<file path="config.mk">
export PLATFORM = sky130hd
export DESIGN_NAME = power_mode_controller
export DESIGN_NICKNAME = d
export VERILOG_FILES = /design/src/rtl/power_mode_pkg.sv /design/src/rtl/level_sync.sv /design/src/rtl/stop_select.sv /design/src/rtl/power_mode_controller.sv
export VERILOG_INCLUDE_DIRS = /design/src /design/src/rtl
export SDC_FILE = /design/constraint.sdc
export NUM_CORES = 1
export LEC_CHECK = 0
export BUFFER_PORTS_ARGS = -buffer_cell sky130_fd_sc_hd__buf_2
export CORE_MARGIN = 2
export CORE_UTILIZATION = 25
export CTS_BUF_LIST = sky130_fd_sc_hd__clkbuf_8
export CTS_CLUSTER_DIAMETER = 200
export DETAILED_ROUTE_END_ITERATION = 8
export SETUP_SLACK_MARGIN = 0.15
export SLEW_MARGIN = 20
export SYNTH_ARGS = -nofsm -noshare
export SYNTH_HDL_FRONTEND = slang
export SYNTH_SLANG_ARGS = --single-unit
</file>
<file path="constraint.sdc">
create_clock -name clock -period 4.05 [get_ports clock]
set_input_delay 0.81 -clock clock [delete_from_list [all_inputs] [get_ports clock]]
set_output_delay 0.81 -clock clock [all_outputs]
set_load 0.01 [all_outputs]
</file>
<file path="src/rtl/power_mode_params.svh">
`ifndef POWER_MODE_PARAMS_SVH
`define POWER_MODE_PARAMS_SVH

// debug command classes on the command port
`define CMD_CLASS_MEM 3'h0
`define CMD_CLASS_MEM_STATUS 3'h1
`define CMD_CLASS_DBG_REG 3'h2
`define CMD_CLASS_ENTER_HALT 3'h3
`define CMD_CLASS_CPU_REG 3'h4
`define CMD_CLASS_TRACE 3'h5
`define CMD_CLASS_RESUME 3'h6

// answer codes on the debug answer port
`define ANS_ACCEPT 2'h0
`define ANS_STOP_WAIT_ERROR 2'h1
`define ANS_REFUSED 2'h2

// wake source count and bit positions
`define WAKE_SOURCES 16
`define WAKE_BIT_IRQ_PIN 0
`define WAKE_BIT_RTC 12

// pin latch width default
`define PIN_COUNT 8
`define PIN_RESET_VALUE 8'h00

`endif

</file>
<file path="src/rtl/power_mode_pkg.sv">
package power_mode_pkg;

  // operating mode of the device
  typedef enum logic [2:0] {
    MODE_RUN = 3'b000,
    MODE_HALT = 3'b001,
    MODE_WAIT = 3'b010,
    MODE_LIGHT_STOP = 3'b011,
    MODE_DEEP_STOP = 3'b100
  } op_mode_t;

  // outcome of a stop instruction
  typedef enum logic [1:0] {
    STOP_ILLEGAL = 2'b00,
    STOP_LIGHT = 2'b01,
    STOP_LIGHT_REG = 2'b10,
    STOP_DEEP = 2'b11
  } stop_sel_t;

endpackage : power_mode_pkg

</file>
<file path="src/rtl/level_sync.sv">
`timescale 1ns/1ps
`default_nettype none
module level_sync #(
  parameter int WIDTH = 1
) (
  input wire logic clock,
  input wire logic [WIDTH-1:0] async_in,
  output logic [WIDTH-1:0] sync_out
);

  typedef struct packed {
    logic [WIDTH-1:0] first;
    logic [WIDTH-1:0] second;
  } sync_state_t;

  sync_state_t state_reg;
  sync_state_t state_next;

  // first stage is read only by the second
  always_comb begin
    state_next.first = async_in;
    state_next.second = state_reg.first;
  end

  // no reset: the stages keep flushing while reset is held, so the pin
  // level is already valid at the first edge after release
  always_ff @(posedge clock) begin
    state_reg <= state_next;
  end

  assign sync_out = state_reg.second;

endmodule : level_sync
`default_nettype wire

</file>
<file path="src/rtl/stop_select.sv">
`timescale 1ns/1ps
`default_nettype none
module stop_select
  import power_mode_pkg::*;
(
  input wire logic stop_enable_bit,
  input wire logic debug_mode_enable_bit,
  input wire logic voltage_monitor_enable,
  input wire logic voltage_monitor_stop_enable,
  input wire logic partial_powerdown_select,
  output stop_sel_t stop_choice
);

  // stop depth table
  always_comb begin
    if (!stop_enable_bit) begin
      stop_choice = STOP_ILLEGAL;
    end else if (debug_mode_enable_bit) begin
      stop_choice = STOP_LIGHT;
    end else if (voltage_monitor_enable && voltage_monitor_stop_enable) begin
      stop_choice = STOP_LIGHT_REG;
    end else if (partial_powerdown_select) begin
      stop_choice = STOP_DEEP;
    end else begin
      stop_choice = STOP_LIGHT;
    end
  end

endmodule : stop_select
`default_nettype wire

</file>
<file path="src/rtl/power_mode_controller.sv">
`timescale 1ns/1ps
`default_nettype none
`include "power_mode_params.svh"
// What this block does
// - debug pin high at reset release selects run
// - debug pin low at reset release selects halt
// - halt command, instruction or breakpoints enter halt
// - halt keeps cpu suspended awaiting debug commands
// - non-intrusive commands accepted in run and halt
// - cpu register, trace, resume only in halt
// - wait stops cpu clock, clears interrupt mask
// - interrupt ends wait, cpu stacks into service
// - wait accepts halt commands only, status gets error answer
// - stop with stop disabled causes illegal reset
// - stop with debug enabled enters light stop
// - both monitor bits give light stop, regulator on
// - otherwise select bit picks light or deep
// - light stop holds registers, ram and pins
// - listed pins and interrupts leave light stop
// - reset pin resets, interrupt fetches its vector
// - both monitor bits keep regulator on in stop
// - debug enabled keeps debug clocks and regulation
// - halt command in debug stop wakes into halt
// - deep stop powers off all but ram, latches pins
// - deep stop left by reset pin or counter
// - deep stop wake acts as power-on reset
// - flag and latches stay until acknowledge written
// - acknowledge releases latches to live pin control
module power_mode_controller
  import power_mode_pkg::*;
#(
  parameter int PINS = `PIN_COUNT,
  parameter int WAKES = `WAKE_SOURCES
) (
  input wire logic clock,
  input wire logic sys_rst,
  input wire logic mode_select_debug_pin,
  input wire logic reset_pin_n,
  input wire logic [WAKES-1:0] wake_irq,
  input wire logic rtc_wake_enable,
  input wire logic stop_enable_bit,
  input wire logic debug_mode_enable_bit,
  input wire logic voltage_monitor_enable,
  input wire logic voltage_monitor_stop_enable,
  input wire logic partial_powerdown_select,
  input wire logic partial_powerdown_acknowledge,
  input wire logic exec_wait,
  input wire logic exec_stop,
  input wire logic exec_halt_to_debug_instruction,
  input wire logic serial_debug_controller_break,
  input wire logic trace_module_break,
  input wire logic cmd_valid,
  input wire logic [2:0] cmd_class,
  input wire logic [PINS-1:0] pin_ctrl_live,
  output op_mode_t mode,
  output logic cpu_clock_en,
  output logic cpu_run,
  output logic clear_interrupt_mask,
  output logic start_stacking,
  output logic illegal_opcode_reset,
  output logic por_reset,
  output logic fetch_reset_vector,
  output logic debug_clock_en,
  output logic regulator_active,
  output logic core_power_en,
  output logic low_voltage_reset_en,
  output logic partial_powerdown_flag,
  output logic [PINS-1:0] pin_ctrl_out,
  output logic ans_valid,
  output logic [1:0] ans_code
);

  typedef struct packed {
    op_mode_t mode;
    logic boot_done;
    logic stop_reg_keep;
    logic cpu_clock_en;
    logic cpu_run;
    logic clear_imask;
    logic stacking;
    logic illegal_rst;
    logic por_rst;
    logic fetch_rv;
    logic debug_clk;
    logic regulator;
    logic core_pwr;
    logic lvr_en;
    logic ppd_flag;
    logic latched;
    logic [PINS-1:0] pins_held;
    logic [PINS-1:0] pins_out;
    logic ans_valid;
    logic [1:0] ans_code;
  } ctrl_state_t;

  ctrl_state_t state_reg;
  ctrl_state_t state_next;
  stop_sel_t stop_choice;
  logic ms_sync;
  logic rst_pin_sync_n;
  logic [WAKES-1:0] wake_sync;
  logic any_wake;
  logic deep_wake;
  logic halt_cmd;
  logic halt_event;

  // pins from outside pass two flops
  level_sync #(.WIDTH(WAKES + 2)) pin_sync (
    .clock(clock),
    .async_in({wake_irq, reset_pin_n, mode_select_debug_pin}),
    .sync_out({wake_sync, rst_pin_sync_n, ms_sync})
  );

  stop_select stop_sel (
    .stop_enable_bit(stop_enable_bit),
    .debug_mode_enable_bit(debug_mode_enable_bit),
    .voltage_monitor_enable(voltage_monitor_enable),
    .voltage_monitor_stop_enable(voltage_monitor_stop_enable),
    .partial_powerdown_select(partial_powerdown_select),
    .stop_choice(stop_choice)
  );

  // wake and halt decodes
  assign any_wake = |wake_sync;
  assign deep_wake = wake_sync[`WAKE_BIT_RTC] && rtc_wake_enable;
  assign halt_cmd = cmd_valid && (cmd_class == `CMD_CLASS_ENTER_HALT);
  assign halt_event = halt_cmd || exec_halt_to_debug_instruction
      || serial_debug_controller_break || trace_module_break;

  // next state of the whole controller
  always_comb begin
    state_next = state_reg;
    state_next.clear_imask = 1'b0;
    state_next.stacking = 1'b0;
    state_next.illegal_rst = 1'b0;
    state_next.por_rst = 1'b0;
    state_next.fetch_rv = 1'b0;
    state_next.ans_valid = cmd_valid;
    state_next.ans_code = `ANS_ACCEPT;
    // command admission per mode
    case (state_reg.mode)
      MODE_RUN: begin
        if (cmd_class >= `CMD_CLASS_CPU_REG) begin
          state_next.ans_code = `ANS_REFUSED;
        end else begin
          state_next.ans_code = `ANS_ACCEPT;
        end
      end
      MODE_HALT: begin
        state_next.ans_code = `ANS_ACCEPT;
      end
      MODE_WAIT, MODE_LIGHT_STOP: begin
        if (cmd_class == `CMD_CLASS_MEM_STATUS) begin
          state_next.ans_code = `ANS_STOP_WAIT_ERROR;
        end else if (halt_cmd && (state_reg.mode == MODE_WAIT || state_reg.debug_clk)) begin
          state_next.ans_code = `ANS_ACCEPT;
        end else begin
          state_next.ans_code = `ANS_REFUSED;
        end
      end
      default: begin
        state_next.ans_valid = 1'b0;
      end
    endcase
    // mode transitions
    if (!state_reg.boot_done) begin
      state_next.boot_done = 1'b1;
      state_next.fetch_rv = ms_sync;
      state_next.mode = ms_sync ? MODE_RUN : MODE_HALT;
      state_next.cpu_run = ms_sync;
    end else begin
      case (state_reg.mode)
        MODE_RUN: begin
          if (halt_event) begin
            state_next.mode = MODE_HALT;
            state_next.cpu_run = 1'b0;
          end else if (exec_wait) begin
            state_next.mode = MODE_WAIT;
            state_next.cpu_clock_en = 1'b0;
            state_next.clear_imask = 1'b1;
          end else if (exec_stop) begin
            case (stop_choice)
              STOP_ILLEGAL: begin
                state_next.illegal_rst = 1'b1;
              end
              STOP_DEEP: begin
                state_next.mode = MODE_DEEP_STOP;
                state_next.core_pwr = 1'b0;
                state_next.lvr_en = 1'b0;
                state_next.regulator = 1'b0;
                state_next.debug_clk = 1'b0;
                state_next.latched = 1'b1;
                state_next.pins_held = pin_ctrl_live;
                state_next.cpu_clock_en = 1'b0;
              end
              default: begin
                state_next.mode = MODE_LIGHT_STOP;
                state_next.cpu_clock_en = 1'b0;
                state_next.debug_clk = debug_mode_enable_bit;
                state_next.regulator = debug_mode_enable_bit
                    || (stop_choice == STOP_LIGHT_REG);
              end
            endcase
          end
        end
        MODE_HALT: begin
          state_next.cpu_run = 1'b0;
          if (cmd_valid && cmd_class == `CMD_CLASS_RESUME) begin
            state_next.mode = MODE_RUN;
            state_next.cpu_run = 1'b1;
          end
        end
        MODE_WAIT: begin
          if (halt_cmd) begin
            state_next.mode = MODE_HALT;
            state_next.cpu_clock_en = 1'b1;
            state_next.cpu_run = 1'b0;
          end else if (any_wake) begin
            state_next.mode = MODE_RUN;
            state_next.cpu_clock_en = 1'b1;
            state_next.stacking = 1'b1;
          end
        end
        MODE_LIGHT_STOP: begin
          if (!rst_pin_sync_n) begin
            state_next.mode = MODE_RUN;
            state_next.fetch_rv = 1'b1;
            state_next.cpu_clock_en = 1'b1;
            state_next.regulator = 1'b1;
            state_next.debug_clk = 1'b1;
          end else if (halt_cmd && state_reg.debug_clk) begin
            state_next.mode = MODE_HALT;
            state_next.cpu_run = 1'b0;
            state_next.cpu_clock_en = 1'b1;
            state_next.regulator = 1'b1;
          end else if (any_wake) begin
            state_next.mode = MODE_RUN;
            state_next.stacking = 1'b1;
            state_next.cpu_clock_en = 1'b1;
            state_next.regulator = 1'b1;
            state_next.debug_clk = 1'b1;
          end
        end
        MODE_DEEP_STOP: begin
          if (!rst_pin_sync_n || deep_wake) begin
            state_next.mode = MODE_RUN;
            state_next.por_rst = 1'b1;
            state_next.fetch_rv = 1'b1;
            state_next.lvr_en = 1'b1;
            state_next.core_pwr = 1'b1;
            state_next.regulator = 1'b1;
            state_next.debug_clk = 1'b1;
            state_next.cpu_clock_en = 1'b1;
            state_next.cpu_run = 1'b1;
            state_next.ppd_flag = 1'b1;
          end
        end
        default: begin
          state_next.mode = MODE_RUN;
        end
      endcase
    end
    // acknowledge opens the pin latches; a new wake this cycle wins
    if (partial_powerdown_acknowledge && state_reg.mode != MODE_DEEP_STOP) begin
      state_next.ppd_flag = 1'b0;
      state_next.latched = 1'b0;
    end
    state_next.pins_out = state_next.latched ? state_next.pins_held : pin_ctrl_live;
  end

  // single register stage
  always_ff @(posedge clock) begin
    if (sys_rst) begin
      state_reg <= '0;
      state_reg.mode <= MODE_HALT;
      state_reg.cpu_clock_en <= 1'b1;
      state_reg.debug_clk <= 1'b1;
      state_reg.regulator <= 1'b1;
      state_reg.core_pwr <= 1'b1;
      state_reg.lvr_en <= 1'b1;
      state_reg.pins_out <= PINS'(`PIN_RESET_VALUE);
    end else begin
      state_reg <= state_next;
    end
  end

  // outputs straight from flops
  assign mode = state_reg.mode;
  assign cpu_clock_en = state_reg.cpu_clock_en;
  assign cpu_run = state_reg.cpu_run;
  assign clear_interrupt_mask = state_reg.clear_imask;
  assign start_stacking = state_reg.stacking;
  assign illegal_opcode_reset = state_reg.illegal_rst;
  assign por_reset = state_reg.por_rst;
  assign fetch_reset_vector = state_reg.fetch_rv;
  assign debug_clock_en = state_reg.debug_clk;
  assign regulator_active = state_reg.regulator;
  assign core_power_en = state_reg.core_pwr;
  assign low_voltage_reset_en = state_reg.lvr_en;
  assign partial_powerdown_flag = state_reg.ppd_flag;
  assign pin_ctrl_out = state_reg.pins_out;
  assign ans_valid = state_reg.ans_valid;
  assign ans_code = state_reg.ans_code;

  // halt keeps cpu suspended
  AST_HALT_SUSPENDS: assert property (@(posedge clock) disable iff (sys_rst)
    (mode == MODE_HALT && $past(mode) == MODE_HALT) |-> !cpu_run)
    else $error("cpu running in halt");

  // stop disabled gives reset pulse, no mode change
  AST_STOP_ILLEGAL: assert property (@(posedge clock) disable iff (sys_rst)
    (state_reg.boot_done && mode == MODE_RUN && !halt_event && !exec_wait && exec_stop
     && !stop_enable_bit) |=> (illegal_opcode_reset && mode == MODE_RUN))
    else $error("illegal stop not reset");

  // wait entry clears mask and stops cpu clock
  AST_WAIT_ENTRY: assert property (@(posedge clock) disable iff (sys_rst)
    (mode == MODE_WAIT && $past(mode) == MODE_RUN) |-> (clear_interrupt_mask && !cpu_clock_en))
    else $error("wait entry wrong");

  // run mode refuses the halt-only resume command
  AST_RUN_REFUSE: assert property (@(posedge clock) disable iff (sys_rst)
    (state_reg.boot_done && mode == MODE_RUN && cmd_valid && cmd_class == `CMD_CLASS_RESUME)
    |=> (ans_valid && ans_code == `ANS_REFUSED))
    else $error("halt-only command accepted in run");

  // status command in wait reports error
  AST_WAIT_STATUS: assert property (@(posedge clock) disable iff (sys_rst)
    (mode == MODE_WAIT && cmd_valid && cmd_class == `CMD_CLASS_MEM_STATUS)
    |=> ans_code == `ANS_STOP_WAIT_ERROR)
    else $error("status in wait not flagged");

  // deep stop latches pins and drops power
  AST_DEEP_ENTRY: assert property (@(posedge clock) disable iff (sys_rst)
    (mode == MODE_DEEP_STOP) |-> (!core_power_en && pin_ctrl_out == state_reg.pins_held))
    else $error("deep stop not latched");

  // deep wake acts as power-on reset and sets flag
  AST_DEEP_WAKE: assert property (@(posedge clock) disable iff (sys_rst)
    (mode == MODE_RUN && $past(mode) == MODE_DEEP_STOP)
    |-> (por_reset && fetch_reset_vector && partial_powerdown_flag && low_voltage_reset_en))
    else $error("deep wake incomplete");

  // flag holds until acknowledge
  AST_FLAG_HOLD: assert property (@(posedge clock) disable iff (sys_rst)
    (partial_powerdown_flag && !partial_powerdown_acknowledge) |=> partial_powerdown_flag)
    else $error("flag dropped without acknowledge");

  // debug-enabled light stop keeps debug clocks and regulator
  AST_LIGHT_DEBUG: assert property (@(posedge clock) disable iff (sys_rst)
    (mode == MODE_LIGHT_STOP && $past(mode) == MODE_RUN && $past(debug_mode_enable_bit))
    |-> (debug_clock_en && regulator_active))
    else $error("debug clocks dropped in stop");

endmodule : power_mode_controller
`default_nettype wire

</file>
==> out/results.ini <==
[critical_path]
critical_path_class=primary input to flip-flop
crit_fanout=9
start_kind=primary input
cp-end-kind=flip-flop
arrival_ps=2710
required_ps=4240

[place]
dp_hpwl_um=4080
place_area_sq_um=2950
dp.cells=423
routabilityCongestion=0.824
io_buffer_count=69

[logic_synthesis]
synth.top_cell.area_share=0.549
synthArstFlopShare=0
ys_warn_count=0
synth-seq-area-share=0.549
ys_top_cells_by_area=dfxtp_1 55%, mux2i_1 7.0%, nor2_1 4.3%, buf_4 4.1%, nor2b_1 1.9%
synth_area_per_cell_sq_um=10.7
netlist_instances=241
synth-edff-count=0
yosys.area.top_type=dfxtp_1
ys.flop_type=dfxtp_1
synth_fp_nets=285
ys_types=52
netlist_area_sq_um=2590
ys_seq_elements=71

[timing]
rsz0062_at_grt=false
max_freq_ghz=0.398
hold_viol_final=0
slew_viol_final=0
tightestPinTransition_ps=698
clock_skew_ps=10.3
relSlewSlack=0.530
finalCritPeriodShare=0.620
setup_violations=0
finalSetupTns_ps=0
period_needed_ps=2510

[cells_and_area]
regArea_sq_um=1420
instances_no_fill=439
syn_to_final_growth_pct=21.4
n_antenna_cell=0
final_cell_mix=71 x dfxtp_1, 69 x buf_2, 30 x nor2_1, 18 x mux2i_1, 9 x clkbuf_8
nets=342
nFillCells=1098
final_area_sq_um=3150
final_core_utilization=0.309
drive_above_1_share=0.310
multiInputGateArea_sq_um=990
final_common_cell=dfxtp_1

[cts]
cts_setup_buffers=0
tritoncts=yes
clk_pin_slew_ps=80
cts_max_path_buffers=2
insertion_delay_ps=330
cts_resized=0
cts_root_buf=clkbuf_8
numCtsBuffers=9
ctsHoldBuffers=0
cts_max_level=3
cts_sinks=71

[floorplanning]
coreArea_sq_um=10200
die_h_um=106
ios=70
fp-row-count=37
die_w_um=106
dieArea_sq_um=11200
start_util=0.254

[power_and_ir_drop]
total_leakage_power_nw=1.31
irDropWorstVdd_v=0.000307
power_w=0.00139
power.density_nw_per_um2=443

[drt]
wl_per_cell_um=12.6
top_layer_used=met5
detail_route.wirelength.met1_um=2440
drc=0
first_pass_iters=4
drt_iter0_drc=84
antenna_left=0
vias_per_cell=4.28
route.met2.wl_um=2680
drt_wl_total_um=5550
via_count=1878
met3_length_um=343

[flow_run]
cap_viol_max_count=0

[run_status]
status=completed

[hold_path]
hp-class=flip-flop to flip-flop

[global_route]
grt-ovfl-total=0
track_usage=0.104
grt_pass1_vias=1843
grt_max_degree=35
grt_pass1_wl_um=8980
antenna_found_initial=1

==> power by group <==
group,switching [W],leakage [nW],internal (W)
clock network,0.000268,0.101,0.000285
logic,0.0000526,0.621,0.0000456
registers,0.0000149,0.590,0.000726
==> path summary, 6_finish.rpt <==
check             depth (start not counted)                           start  slack [ps]                     to
hold / removal                            0         pin_sync.state_next[14]         330  pin_sync.sync_out[14]
setup / recovery                          6  exec_halt_to_debug_instruction        1540          state_reg[18]
hold reg to reg                           0         pin_sync.state_next[14]         330  pin_sync.sync_out[14]
setup reg to reg                          5                         mode[1]        1630          state_reg[18]
==> cell usage after synthesis, drive strengths merged (3+ instances only) <==
cell,count
dfxtp,71
nor2,30
buf,18
mux2i,18
nand2,8
nor2b,8
inv,6
o21ai,6
clkbuf,5
nand3,5
nor3,5
nor4,5
a211oi,4
a21oi,4
a31oi,4
nand2b,4
nor3b,4
a21boi,3
o31ai,3
==> per-layer routing <==
metal	global-route usage	up-vias
li1	-	957
met1	0.119	846
met2	0.167	65
met3	0.0470	8
met4	0.0451	2
met5	0	-
==> stage by stage <==
| step | setup WS, ps | hold WS (ps) |
|---|---|---|
| finish | 1540 | 330 |
| global route | 1340 | 335 |
| detailed placement | 1160 | 312 |
| floorplan | 1790 | 310 |
| CTS | 1530 | 331 |
| global placement | 1270 | 313 |
==> layout make-up <==
| class | count | share of cell area |
|---|---|---|
| multi-input cells | 141 | 0.315 |
| repair buffers | 69 | 0.110 |
| clock inverters | 7 | 0.0231 |
| clock buffers | 9 | 0.0394 |
| inverters | 6 | 0.00716 |
| well taps | 136 | 0.0541 |
| flip-flops and latches | 71 | 0.452 |
==> cell families after synthesis <==
| kind of cell | after synthesis | share of synthesized area |
|---|---|---|
| simple gates | 86 | 0.192 |
| flops | 71 | 0.549 |
| compound gates | 37 | 0.120 |
| buf+inv | 29 | 0.0691 |
| mux | 18 | 0.0696 |
==> worst max-delay path: stages <==
cell and delay (ps):
buf_2 100, or3_4 420, nor4_4 410, nand4_1 580, mux2i_1 330, nor2_1 60
Power figures use the tool's default switching activity.
